`config.mk`:
```
export PLATFORM = sky130hd
export DESIGN_NAME = pbe_dev_flat
export DESIGN_NICKNAME = d
export VERILOG_FILES = /design/src/pbe_pkg.sv /design/src/pbe_if.sv /design/src/pbe_sync.sv /design/src/pbe_dev.sv /design/src/flat_wrapper.sv
export SDC_FILE = /design/constraint.sdc
export NUM_CORES = 1
export LEC_CHECK = 0
export BUFFER_PORTS_ARGS = -buffer_cell sky130_fd_sc_hd__buf_2
export CAP_MARGIN = 10
export CORE_AREA = 2 2 120 122
export CTS_CLUSTER_DIAMETER = 50
export CTS_CLUSTER_SIZE = 25
export DETAILED_ROUTE_END_ITERATION = 10
export DIE_AREA = 0 0 122 124
export PLACE_DENSITY = 0.66
export RECOVER_POWER = 50
export SLEW_MARGIN = 20
export SYNTH_ARGS = -nofsm -noshare
export SYNTH_HDL_FRONTEND = slang
export SYNTH_HIERARCHICAL = 1
export SYNTH_SLANG_ARGS = --single-unit
```
`constraint.sdc`:
```
create_clock -name ref_clk -period 3.65 [get_ports ref_clk]
set_input_delay 0.5475 -clock ref_clk [delete_from_list [all_inputs] [get_ports ref_clk]]
set_output_delay 0.5475 -clock ref_clk [all_outputs]
set_load 0.03 [all_outputs]
```
`src/pbe_pkg.sv`:
```
package pbe_pkg;
  // register indices; byte address is four times the index
  localparam logic [7:0] IDX_PORT_B_DATA_DATA   = 8'h06;
  localparam logic [7:0] IDX_PORT_B_DATA_DIR    = 8'h86;
  localparam logic [7:0] IDX_OPTION       = 8'h81;
  localparam logic [7:0] IDX_INTERRUPT_CONTROL_REGISTER       = 8'h0b;
  localparam logic [7:0] IDX_CTRL_PINS    = 8'h09;
  localparam logic [7:0] IDX_CTRL_DIR     = 8'h89;
  localparam logic [7:0] IDX_SLAVE_DATA   = 8'h08;
  localparam logic [7:0] IDX_WAKE         = 8'h0c;
  // field positions
  localparam int POS_PULLUP_DISABLE = 7;
  localparam int POS_CHANGE_FLAG    = 0;
  localparam int POS_INPUT_FULL     = 7;
  localparam int POS_OUTPUT_FULL    = 6;
  localparam int POS_INPUT_OVERFLOW = 5;
  localparam int POS_SLAVE_MODE     = 4;
  localparam int POS_CS_DIR         = 2;
  localparam int POS_WR_DIR         = 1;
  localparam int POS_RD_DIR         = 0;
  localparam int POS_SLEEP          = 0;
  // reset values and masks
  localparam logic [7:0] RST_PORT_B_DATA_DIR  = 8'hff;
  localparam logic [7:0] RST_OPTION     = 8'hff;
  localparam logic [7:0] RST_CTRL_DIR   = 8'h07;
  localparam logic [7:0] RST_ZERO       = 8'h00;
  localparam logic [7:0] CTRL_DIR_WMASK = 8'h17;
  localparam logic [3:0] WATCH_MASK     = 4'hf;
  localparam logic [2:0] CTRL_PIN_MASK  = 3'h7;
endpackage

```
`src/pbe_if.sv`:
```
`timescale 1ns/1ns
`default_nettype none
interface pbe_if;
  logic [7:0] pb_i;
  logic [7:0] pb_o;
  logic [7:0] pb_oe;
  logic [7:0] pb_pu;
  logic [2:0] pe_i;
  logic [2:0] pe_o;
  logic [2:0] pe_oe;
  logic [7:0] pd_i;
  logic [7:0] pd_o;
  logic [7:0] pd_oe;
  modport dev (
    input  pb_i, pe_i, pd_i,
    output pb_o, pb_oe, pb_pu, pe_o, pe_oe, pd_o, pd_oe
  );
  modport host (
    input  pd_o, pd_oe, pe_o, pe_oe,
    output pe_i, pd_i
  );
endinterface
`default_nettype wire

```
`src/pbe_sync.sv`:
```
`timescale 1ns/1ns
`default_nettype none
module pbe_sync #(
  parameter int W = 8
) (
  input  wire logic         ref_clk,
  input  wire logic         nrst,
  input  wire logic         ce,
  input  wire logic [W-1:0] d,
  input  wire logic [W-1:0] rst_val,
  output logic      [W-1:0] q
);
  typedef struct packed {
    logic [W-1:0] s1;
    logic [W-1:0] s2;
  } pbe_sync_t;
  pbe_sync_t r;
  pbe_sync_t next_r;
  always_comb begin
    next_r    = r;
    next_r.s1 = d;
    next_r.s2 = r.s1;
  end
  // reset value is a constant at each instance
  always_ff @(posedge ref_clk) begin
    if (!nrst) begin
      r <= {rst_val, rst_val};
    end else if (ce) begin
      r <= next_r;
    end
  end
  assign q = r.s2;
endmodule // pbe_sync
`default_nettype wire

```
`src/pbe_dev.sv`:
```
// Decided for this implementation: the Wishbone interface to the registers.
`timescale 1ns/1ns
`default_nettype none
module pbe_dev
  import pbe_pkg::*;
(
  input  wire logic        ref_clk,
  input  wire logic        nrst,
  input  wire logic        ce,
  input  wire logic        cyc_i,
  input  wire logic        stb_i,
  input  wire logic        we_i,
  input  wire logic [31:0] adr_i,
  input  wire logic [3:0]  sel_i,
  input  wire logic [31:0] dat_i,
  output logic      [31:0] dat_o,
  output logic             ack_o,
  output logic             wake,
  pbe_if.dev               pins
);
  typedef struct packed {
    logic [7:0]  pb_lat;
    logic [7:0]  pb_dir;
    logic [7:0]  option;
    logic        change_flag;
    logic [3:0]  cmp_lat;
    logic [2:0]  pe_lat;
    logic [7:0]  pe_dir;
    logic [7:0]  pd_lat;
    logic [7:0]  pd_in;
    logic        sleep;
    logic        wr_prev;
    logic        rd_prev;
    logic        ack;
    logic [31:0] rdata;
  } pbe_dev_t;
  pbe_dev_t r;
  pbe_dev_t next_r;

  logic [7:0] pb_s;
  logic [2:0] pe_s;
  logic [7:0] pd_s;
  pbe_sync #(.W(8)) u_sb (
    .ref_clk (ref_clk),
    .nrst    (nrst),
    .ce      (ce),
    .d       (pins.pb_i),
    .rst_val (RST_ZERO),
    .q       (pb_s)
  );
  // strobes reset to idle high so no false host access after reset
  pbe_sync #(.W(3)) u_se (
    .ref_clk (ref_clk),
    .nrst    (nrst),
    .ce      (ce),
    .d       (pins.pe_i),
    .rst_val (CTRL_PIN_MASK),
    .q       (pe_s)
  );
  pbe_sync #(.W(8)) u_sd (
    .ref_clk (ref_clk),
    .nrst    (nrst),
    .ce      (ce),
    .d       (pins.pd_i),
    .rst_val (RST_ZERO),
    .q       (pd_s)
  );

  logic       acc;
  logic       wr_en;
  logic       rd_en;
  logic [7:0] idx;
  logic [7:0] wd;
  logic       mode;
  logic       host_rd;
  logic       host_wr;
  logic [3:0] mismatch;

  always_comb begin
    acc      = cyc_i && stb_i && !r.ack;
    wr_en    = acc && we_i && sel_i[0];
    rd_en    = acc && !we_i;
    idx      = adr_i[9:2];
    wd       = dat_i[7:0];
    mode     = r.pe_dir[POS_SLAVE_MODE];
    // unsynchronised strobes would glitch; use synced levels
    host_rd  = mode && !pe_s[2] && !pe_s[0];
    host_wr  = mode && !pe_s[2] && !pe_s[1];
    mismatch = (pb_s[7:4] ^ r.cmp_lat) & r.pb_dir[7:4] & WATCH_MASK;
    next_r         = r;
    next_r.ack     = acc;
    next_r.rdata   = '0;
    next_r.wr_prev = host_wr;
    next_r.rd_prev = host_rd;
    if (|mismatch) begin
      next_r.change_flag = 1'b1;
      next_r.sleep       = 1'b0;
    end
    // host write ends: capture word
    if (r.wr_prev && !host_wr) begin
      next_r.pd_in = pd_s;
      if (r.pe_dir[POS_INPUT_FULL]) begin
        next_r.pe_dir[POS_INPUT_OVERFLOW] = 1'b1;
      end
      next_r.pe_dir[POS_INPUT_FULL] = 1'b1;
    end
    if (r.rd_prev && !host_rd) begin
      next_r.pe_dir[POS_OUTPUT_FULL] = 1'b0;
    end
    if (rd_en) begin
      unique case (idx)
        IDX_PORT_B_DATA_DATA: begin
          next_r.rdata   = {24'h00_0000, pb_s};
          next_r.cmp_lat = pb_s[7:4];
        end
        IDX_PORT_B_DATA_DIR:  next_r.rdata = {24'h00_0000, r.pb_dir};
        IDX_OPTION:     next_r.rdata = {24'h00_0000, r.option};
        IDX_INTERRUPT_CONTROL_REGISTER:     next_r.rdata = {31'h0000_0000, r.change_flag};
        IDX_CTRL_PINS:  next_r.rdata = {29'h0000_0000, pe_s};
        IDX_CTRL_DIR:   next_r.rdata = {24'h00_0000, r.pe_dir};
        IDX_SLAVE_DATA: begin
          next_r.rdata = {24'h00_0000, r.pd_in};
          if (!(r.wr_prev && !host_wr)) begin
            next_r.pe_dir[POS_INPUT_FULL] = 1'b0;
          end
        end
        IDX_WAKE:       next_r.rdata = {31'h0000_0000, r.sleep};
        default:        next_r.rdata = '0;
      endcase
    end
    if (wr_en) begin
      unique case (idx)
        IDX_PORT_B_DATA_DATA: begin
          // written byte stored to latch unchanged; the pin-merged value is overwritten
          next_r.pb_lat  = (pb_s & r.pb_dir) | (wd & ~r.pb_dir);
          next_r.pb_lat  = wd;
          next_r.cmp_lat = pb_s[7:4];
        end
        IDX_PORT_B_DATA_DIR:  next_r.pb_dir = wd;
        IDX_OPTION:     next_r.option = wd;
        IDX_INTERRUPT_CONTROL_REGISTER: begin
          // a live mismatch re-sets the flag in the same cycle
          if (!wd[POS_CHANGE_FLAG] && !(|mismatch)) begin
            next_r.change_flag = 1'b0;
          end
        end
        IDX_CTRL_PINS:  next_r.pe_lat = wd[2:0];
        IDX_CTRL_DIR: begin
          // built on next_r so a status set in this cycle is not lost
          next_r.pe_dir = (next_r.pe_dir & ~CTRL_DIR_WMASK) | (wd & CTRL_DIR_WMASK);
          // overflow clears only by writing zero; a new overflow wins
          next_r.pe_dir[POS_INPUT_OVERFLOW] = (r.pe_dir[POS_INPUT_OVERFLOW] &
            wd[POS_INPUT_OVERFLOW]) | (r.wr_prev && !host_wr && r.pe_dir[POS_INPUT_FULL]);
        end
        IDX_SLAVE_DATA: begin
          next_r.pd_lat = wd;
          next_r.pe_dir[POS_OUTPUT_FULL] = 1'b1;
        end
        IDX_WAKE:       next_r.sleep = wd[POS_SLEEP];
        default:        next_r.sleep = r.sleep;
      endcase
    end
  end

  always_ff @(posedge ref_clk) begin
    if (!nrst) begin
      r        <= '0;
      r.pb_dir <= RST_PORT_B_DATA_DIR;
      r.option <= RST_OPTION;
      r.pe_dir <= RST_CTRL_DIR;
    end else if (ce) begin
      r <= next_r;
    end
  end

  assign dat_o      = r.rdata;
  assign ack_o      = r.ack;
  assign wake       = !r.sleep;
  assign pins.pb_o  = r.pb_lat;
  assign pins.pb_oe = ~r.pb_dir;
  // pull-ups only on inputs, and only with the enable bit low
  assign pins.pb_pu = r.option[POS_PULLUP_DISABLE] ? 8'h00 : r.pb_dir;
  assign pins.pe_o  = r.pe_lat;
  // slave mode forces the control pins to inputs regardless of direction
  assign pins.pe_oe = mode ? 3'h0 : ~r.pe_dir[2:0];
  assign pins.pd_o  = r.pd_lat;
  assign pins.pd_oe = {8{host_rd}};
endmodule // pbe_dev
`default_nettype wire

```
`src/flat_wrapper.sv`:
```
// flat-port wrapper written by rule: the top's interface ports become plain ports
module pbe_dev_flat import pbe_pkg::*;
  (ref_clk, nrst, ce, cyc_i, stb_i, we_i, adr_i, sel_i, dat_i, dat_o, ack_o, wake, pins_pb_i, pins_pe_i, pins_pd_i, pins_pb_o, pins_pb_oe, pins_pb_pu, pins_pe_o, pins_pe_oe, pins_pd_o, pins_pd_oe);
  pbe_if pins_i ();
  input  wire logic ref_clk;
  input  wire logic nrst;
  input  wire logic ce;
  input  wire logic cyc_i;
  input  wire logic stb_i;
  input  wire logic we_i;
  input  wire logic [31:0] adr_i;
  input  wire logic [3:0] sel_i;
  input  wire logic [31:0] dat_i;
  output logic      [31:0] dat_o;
  output logic ack_o;
  output logic wake;
  input wire logic [$bits(pins_i.pb_i)-1:0] pins_pb_i;
  input wire logic [$bits(pins_i.pe_i)-1:0] pins_pe_i;
  input wire logic [$bits(pins_i.pd_i)-1:0] pins_pd_i;
  output wire logic [$bits(pins_i.pb_o)-1:0] pins_pb_o;
  output wire logic [$bits(pins_i.pb_oe)-1:0] pins_pb_oe;
  output wire logic [$bits(pins_i.pb_pu)-1:0] pins_pb_pu;
  output wire logic [$bits(pins_i.pe_o)-1:0] pins_pe_o;
  output wire logic [$bits(pins_i.pe_oe)-1:0] pins_pe_oe;
  output wire logic [$bits(pins_i.pd_o)-1:0] pins_pd_o;
  output wire logic [$bits(pins_i.pd_oe)-1:0] pins_pd_oe;
  assign pins_i.pb_i = pins_pb_i;
  assign pins_i.pe_i = pins_pe_i;
  assign pins_i.pd_i = pins_pd_i;
  assign pins_pb_o = pins_i.pb_o;
  assign pins_pb_oe = pins_i.pb_oe;
  assign pins_pb_pu = pins_i.pb_pu;
  assign pins_pe_o = pins_i.pe_o;
  assign pins_pe_oe = pins_i.pe_oe;
  assign pins_pd_o = pins_i.pd_o;
  assign pins_pd_oe = pins_i.pd_oe;
  pbe_dev u_core (.ref_clk(ref_clk), .nrst(nrst), .ce(ce), .cyc_i(cyc_i), .stb_i(stb_i), .we_i(we_i), .adr_i(adr_i), .sel_i(sel_i), .dat_i(dat_i), .dat_o(dat_o), .ack_o(ack_o), .wake(wake), .pins(pins_i));
endmodule
```
==> results of run 1 <==
[per-layer routing]
metal	track usage, %	routed length, um	vias to the layer above
met5	0	0	-
met2	27.76	6190	186
li1	-	-	2001
met4	7.974	417	0
met3	3.205	968	28
met1	21.35	5652	1995
[worst reg2reg max path, stage by stage (launching register included)]
cell,delay (ns)
dfxtp_1,0.36
nand4b_1,0.32
nor4_2,0.90
nand3_1,0.17
a21oi_1,0.18
[power groups by stage]
stage | registers, mW | clock network [mW] | logic, mW
floorplan | 1.31 | 0 | 0.204
global placement | 1.32 | 0 | 0.235
detailed placement | 1.32 | 0 | 0.241
CTS | 1.29 | 1.00 | 0.242
global route | 1.29 | 1.04 | 0.240
finish | 1.29 | 0.979 | 0.222
[state kept, by name, summed over array words and instances, names as in the netlist]
register and cells:
u_core/dat_o 8, u_core/u_sd/next_r 8, u_core/mode 1, u_core/u_se/next_r 3
u_core/u_sd/q 8, u_core/u_se/q 3, u_core/pins.pb_o 8, u_core/r 38
u_core/u_sb/q 8, u_core/u_sb/next_r 8, u_core/ack_o 1, u_core/pins.pd_o 8
u_core/pins.pe_o 3
[logic make-up after synthesis]
logic type	Yosys count	share of synthesized area, %
xor gates and xnor gates	4	0.6417
muxes	63	14.07
and+or+nand+nor	142	13.82
buffers and inverters	111	13.20
other	2	0.1376
DFF	105	45.47
AOI/OAI and AO/OA	115	12.65
[layout by cell type (no fill, tap or decap), types with 2 or more instances in the layout]
master,netlist,final
nor2b_1,3,3
o21ai_1,37,37
o22ai_1,7,7
clkbuf_16,0,9
buf_2,13,63
clkbuf_1,14,35
nor3_1,4,4
mux2_1,0,23
inv_1,17,18
o21ai_0,7,7
nand4_1,7,7
mux2i_1,25,25
xnor2_1,4,4
o32ai_1,2,2
nor2_1,32,32
a221oi_1,2,2
conb_1,2,62
a211oi_1,2,2
nand3b_1,2,2
a22oi_1,3,3
a21oi_1,36,36
nand2b_1,6,6
nor4_2,2,2
nand3_1,47,47
nand4bb_1,3,3
dfxtp_1,67,67
mux2_2,14,14
o31ai_1,2,2
clkinv_4,0,2
buf_4,60,3
edfxtp_1,38,38
nand2_1,23,23
o311ai_1,9,9
[how the worst min path moves through the flow]
stage                          end  cells after the start
2_1_floorplan      u_core/dat_o[4]                      2
3_3_place_gp   u_core/pins.pd_o[0]                      2
3_5_place_dp   u_core/pins.pd_o[0]                      2
4_1_cts        u_core/pins.pd_o[0]                      2
5_1_grt            u_core/dat_o[4]                      2
6_report           u_core/dat_o[4]                      2
[through the flow]
step           util [%]  instance area (sq um)
3_5_place_dp      42.07                   5772
3_3_place_gp      42.07                   5772
6_report          43.32                   5943
4_1_cts           44.29                   6076
5_1_grt           43.32                   5943
2_1_floorplan         -                   5684
[final cells by class]
| class | count | area (sq um) |
|---|---|---|
| inverters | 18 | 67.56 |
| clock buffers | 10 | 239.0 |
| multi-input cells | 386 | 2395 |
| flip-flops and latches | 105 | 2482 |
| repair buffers | 101 | 469.2 |
| well taps | 180 | 225.2 |
| fillers | 1359 | 7776 |
| clock inverters | 6 | 65.06 |
[synthesized netlist by cell type, drive strengths merged, types with 3 or more instances]
cell type | count | share of area [%]
o21ai | 44 | 4.0
nand4bb | 3 | 0.62
clkbuf | 14 | 0.96
inv | 18 | 1.2
a22oi | 3 | 0.41
nor3 | 5 | 0.55
o311ai | 9 | 1.4
nor2b | 3 | 0.34
dfxtp | 67 | 25
nor2 | 32 | 2.2
buf | 79 | 11
nand2b | 6 | 0.69
nand2 | 23 | 1.6
xnor2 | 4 | 0.64
o22ai | 7 | 0.80
nor4 | 3 | 0.57
edfxtp | 38 | 21
mux2i | 25 | 4.6
nand4 | 7 | 0.80
a21oi | 36 | 3.3
nand3 | 47 | 4.3
mux2 | 38 | 9.5
==> metrics.md, run 1 <==
| Metric | Value |
|---|---|
| Global-route usage over all layers | `16.84%` |
| Number of gates resized after cts | `0` |
| Worst R2R Start | `u_core/ack_o` |
| Share of total power in sequential cells | `51.8%` |
| Core region area | `0.01372 sq mm` |
| Worst max-slew margin expressed relative to the limit | `-12.27%` |
| Final Critical Period | `2.587 ns` |
| Number of antenna repair diodes | `0` |
| Sort of element at the start of the critical path | `input pin` |
| TritonCTS sink count | `105` |
| Number of top-level pins | `173` |
| Non-Filler Instances | `806` |
| Count of flip-flops with a built-in enable after synthesis | `38` |
| Most used flip-flop cell after synthesis | `dfxtp_1` |
| Setup repair after global routing missed its margin | `no` |
| Critical path's most frequent cell | `clkbuf_1` |
| Number of routed nets with antenna violations | `0` |
| Worst setup path start | `nrst` |
| Worst path buffer plus inverter count | `2` |
| Die extent in x | `between 100 and 150 um` |
| Row count | `43` |
| Switching Power | `0.5958 mW` |
| GR Overflow Total | `0` |
| Antenna violations before repair | `0` |
| Worst-path cell chain | `clkbuf_1 > clkbuf_1 > nand4_1 > o21ai_1` |
| Max Clk Rate | `slightly below 400 MHz` |
| Reg2Reg Setup Slack | `1.63 ns` |
| Post-route clock period utilization | `70.89%` |
| Number of nets in the finished design | `a little over 700` |
| Critical path endpoint category | `flip-flop` |
| Number of cell instances on the worst register-to-register path | `4` |
| Worst voltage drop across the vdd grid | `between 0.15 and 0.2 mV` |
| Max-slew violation count | `35` |
| Worst Setup Slack, final | `1.063 ns` |
| Data required time of the critical path | `3.91 ns` |
| Relative contribution of combinational cells to total power | `8.9%` |
| Clock network fraction of design power | `between 30 and 40%` |
| Post-synthesis cell area | `0.005459 sq mm` |
| Number of H-tree levels | `3` |
| Synthesis-to-finish area growth | `8.870%` |
| Clock Skew | `approximately 0.012 ns` |
| Critical Path Stages | `4` |
| Final routed wirelength across all metal layers | `13.23 mm` |
| Highest-delay cell along the critical path | `clkbuf_1` |
| Worst-path clk slew | `0.07 ns` |
| Cells after Synth | `around 540` |
| Terminus of the critical flop-to-flop path | `u_core/pins.pd_o[2]` |
| Register area share after synthesis | `45.47%` |
| Ratio of routed vias to standard cells | `5.223` |
| Static leakage power | `2.330 nW` |
| Hold Buf Count CTS | `0` |
| Critical path class | `input pin to flip-flop` |
| Syn_area_per_cell | `10.07 sq um` |
| Max cap viols | `1` |
| Async set-or-reset flop fraction in the synthesized netlist | `0%` |
| Post-CTS Repair Setup Buffers | `0` |
| Largest net degree at the start of global routing | `44` |
| Minimum setup slack after placement | `1.044 ns` |
| Number of global-route vias before repair | `3846` |
| Clock latency reported for the late side of the worst-skew pair | `approximately 0.35 ns` |
| Effective utilization at floorplan | `between 30% and 40%` |
| Switching portion of total power | `23.91%` |
| Status | `finished with violations` |
| Chip height | `124 um` |
| Number of distinct library cell variants in the gate-level netlist after synthesis | `55` |
| Arrival time of data at the critical path endpoint | `2.85 ns` |
| Crit path largest cell delay | `1.27 ns` |
| Number of detailed-routing iterations run before antenna repair | `5` |
| Post-detailed-route wirelength per cell | `16.41 um` |
| Setup violations, final | `0` |
| Slew of the pin with the lowest slew margin | `between 1.5 and 2 ns` |
| Final weighted congestion of routability-driven global placement | `0.8718` |
| Setup tns final | `0 ns` |
| Remaining design rule violation count | `0` |
| HPWL reported at the end of detailed placement | `9.450 mm` |
| DRC marker count from the first detailed-route iteration | `289` |
| First-pass GRT wire length | `19.44 mm` |
| Seq cells post-synth | `105` |
| Count of input and output buffers | `97` |
| Family of cells with the greatest summed delay on the critical path | `buffers and inverters` |
| Number of buffers inserted during clock tree synthesis | `9` |
| Clock tree from TritonCTS | `built` |
| Hold violation total from the final report | `0` |
| Worst hold path class | `flip-flop to flip-flop` |
| Warnings from Yosys | `6` |
| Deepest clock path buffer count | `2` |
| Largest driver fanout on the critical path | `34` |
| Critical path endpoint | `u_core/dat_o[7]` |
| Vias | `4210` |
| Power per cell area | `roughly 420 mW/mm^2` |
| Cell-internal power | `around 1.9 mW` |
| Die area | `around 0.015 sq mm` |
| Min-delay src | `u_core/dat_o[4]` |
| Share of cells above drive strength 1 | `16.45%` |
| Violations in the final reports | `max-capacitance violations, max-slew violations` |
| Library cell used as clock root buffer | `clkbuf_16` |
| Total power draw | `2.492 mW` |
| Number of instances in the placed design | `between 700 and 800` |
| Tightest hold margin | `0.4536 ns` |
Power figures use the tool's default switching activity.
==> inputs of run 2 (changes only) <==
Settings changed: PLACE_DENSITY 0.66 to 0.68.
Clock period 3.65 ns to 2.1 ns, I/O delays scaled along.
==> run 2 against run 1 <==
  * The flow now finishes without violations
  * Die area stayed put
  * Critical path depth stayed put
  * Non-clock buffer count is 16 higher
  * Routed wire length is 0.42% higher
  * Highest routed layer unchanged
==> metrics.md, run 2 (synthesis gave the netlist of run 1 again) <==
| Metric | Value |
|---|---|
| Status | `completed` |
| Placed standard-cell area | `0.005904 sq mm` |
| Critical path class | `flip-flop to output pin` |
| Number of buffers inserted during clock tree synthesis | `9` |
| Final standard cell utilization of the core | `43.90%` |
| Number of top-level pins | `173` |
| HPWL reported at the end of detailed placement | `between 9 and 10 mm` |
| Data required time of the critical path | `roughly 1.8 ns` |
| Remaining design rule violation count | `0` |
| Antenna violations before repair | `0` |
| Vias | `between 4000 and 5000` |
| Max cap viols | `0` |
| Share of cells above drive strength 1 | `19.31%` |
| Relative contribution of combinational cells to total power | `9.5%` |
| Register name with the most flops | `u_core/r` |
| Post-CTS Repair Setup Buffers | `0` |
| Setup tns final | `0 ns` |
| Effective utilization at floorplan | `39.79%` |
| Deepest clock path buffer count | `2` |
| Setup repair after global routing missed its margin | `no` |
| Post-route clock period utilization | `82.89%` |
| GR Overflow Total | `0` |
| Synthesis-to-finish area growth | `10.34%` |
| TritonCTS sink count | `105` |
| Total power draw | `4.213 mW` |
| Final routed wirelength across all metal layers | `13.28 mm` |
| Number of global-route vias before repair | `approximately 3800` |
| Worst hold path class | `input pin to flip-flop` |
| Number of nets in the finished design | `730` |
| Library cell used as clock root buffer | `clkbuf_16` |
| Number of gates resized after cts | `0` |
| Chip height | `124 um` |
| Worst max-slew margin expressed relative to the limit | `34.02%` |
| First-pass GRT wire length | `19.75 mm` |
| Area of all placed cells without fillers | `0.006023 sq mm` |
| Final Critical Period | `1.741 ns` |
| Power per cell area | `699.5 mW/mm^2` |
| Number of H-tree levels | `3` |
| Commonest cells after routing, fill and taps aside | `buf_2, dfxtp_1, conb_1` |
| Clock network fraction of design power | `a little under two fifths` |
| Number of antenna repair diodes | `0` |
| Arrival time of data at the critical path endpoint | `1.43 ns` |
| Worst voltage drop across the vdd grid | `0.4423 mV` |
| Sort of element at the start of the critical path | `flip-flop` |
| Hold violation total from the final report | `0` |
| Switching Power | `1.052 mW` |
| Slew of the pin with the lowest slew margin | `between 0.9 and 1 ns` |
| Crit path largest cell delay | `0.45 ns` |
| Clock latency reported for the late side of the worst-skew pair | `0.35 ns` |
| Setup violations, final | `0` |
| Count of input and output buffers | `97` |
| Die extent in x | `122 um` |
| Ratio of routed vias to standard cells | `5.156` |
| Number of detailed-routing iterations run before antenna repair | `4` |
| Clock tree from TritonCTS | `built` |
| Number of routed nets with antenna violations | `0` |
| Global-route usage over all layers | `17.45%` |
| Cell-internal power | `3.161 mW` |
| Final weighted congestion of routability-driven global placement | `roughly 0.90` |
| Die area | `0.01513 sq mm` |
| Row count | `43` |
| Share of total power in sequential cells | `53.2%` |
| Largest net degree at the start of global routing | `44` |
| Switching portion of total power | `24.98%` |
| Highest-delay cell along the critical path | `dfxtp_1` |
| Hold Buf Count CTS | `0` |
| DRC marker count from the first detailed-route iteration | `~250` |
| Critical path endpoint category | `output pin` |
| Largest driver fanout on the critical path | `10` |
| Most frequent standard cell in the layout excluding fill and tap cells | `buf_2` |
| Worst-path clk slew | `around 0.07 ns` |
| Max Clk Rate | `574.5 MHz` |
| Worst-path cell chain | `nand2b_1 > nor2_1 > buf_4 > buf_2` |
| Static leakage power | `2.402 nW` |
| Core region area | `0.01372 sq mm` |
| Max-slew violation count | `0` |
| Max reg flops | `38` |
| Clock Skew | `0.005964 ns` |
| Post-detailed-route wirelength per cell | `16.16 um` |
[run 2: changes by cell type in the layout (fill, tap and decap cells not counted), moves of 2 or more]
cell and change:
buf_4 +12, buf_2 +5, clkbuf_1 -4, clkbuf_2 +4, clkinv_2 +2, clkinv_4 -2
[run 2: worst max-delay path: cells and delay by family (launching register included)]
family                 cells  cell delay (ns)
DFF                        1             0.45
buffers and inverters      2             0.38
and+or+nand+nor            2             0.26
[run 2: final timing paths]
path	startpoint	endpoint	slack [ns]	depth (start not counted)
hold reg to reg	u_core/dat_o[6]	u_core/dat_o[6]	0.45	2
setup reg to reg	u_core/ack_o	u_core/dat_o[4]	0.44	4
hold / removal	pins_pb_i[3]	u_core/u_sb/next_r[3]	0.25	2
setup / recovery	u_core/mode	pins_pd_oe[6]	0.36	4
[run 2: stage by stage]
| step | cells | setup slack (ns) | hold WS [ns] |
|---|---|---|---|
| after floorplan | 602 | 0.4006 | 0.4276 |
| after global placement | 806 | 0.1793 | 0.4351 |
| after detailed placement | 806 | 0.1519 | 0.4419 |
| after CTS | 822 | 0.3330 | 0.2465 |
| after global routing | 822 | 0.2208 | 0.2433 |
| final | 822 | 0.3593 | 0.2507 |
[run 2: power groups by stage]
stage,logic (mW),clock network (mW),registers (mW)
2_1_floorplan,0.355,0,2.28
3_3_place_gp,0.430,0,2.29
3_5_place_dp,0.438,0,2.29
4_1_cts,0.440,1.61,2.24
5_1_grt,0.433,1.69,2.25
6_report,0.400,1.57,2.24
[run 2: cell type report]
| cell class | count | area, sq um |
|---|---|---|
| fill | 1408 | 7696 |
| sequential | 105 | 2482 |
| multi-input combinational | 386 | 2391 |
| timing repair buffer | 117 | 584.3 |
| clock buffer | 10 | 230.2 |
| tap | 180 | 225.2 |
| inverter | 18 | 67.56 |
| clock inverter | 6 | 42.54 |
[run 2: per-layer routing]
layer	vias to the layer above	GRT usage, %	share of wire (%)
li1	2025	-	-
met1	1986	22.18	44
met2	195	27.90	45
met3	32	4.350	7.6
met4	0	8.261	3.6
met5	-	0	0
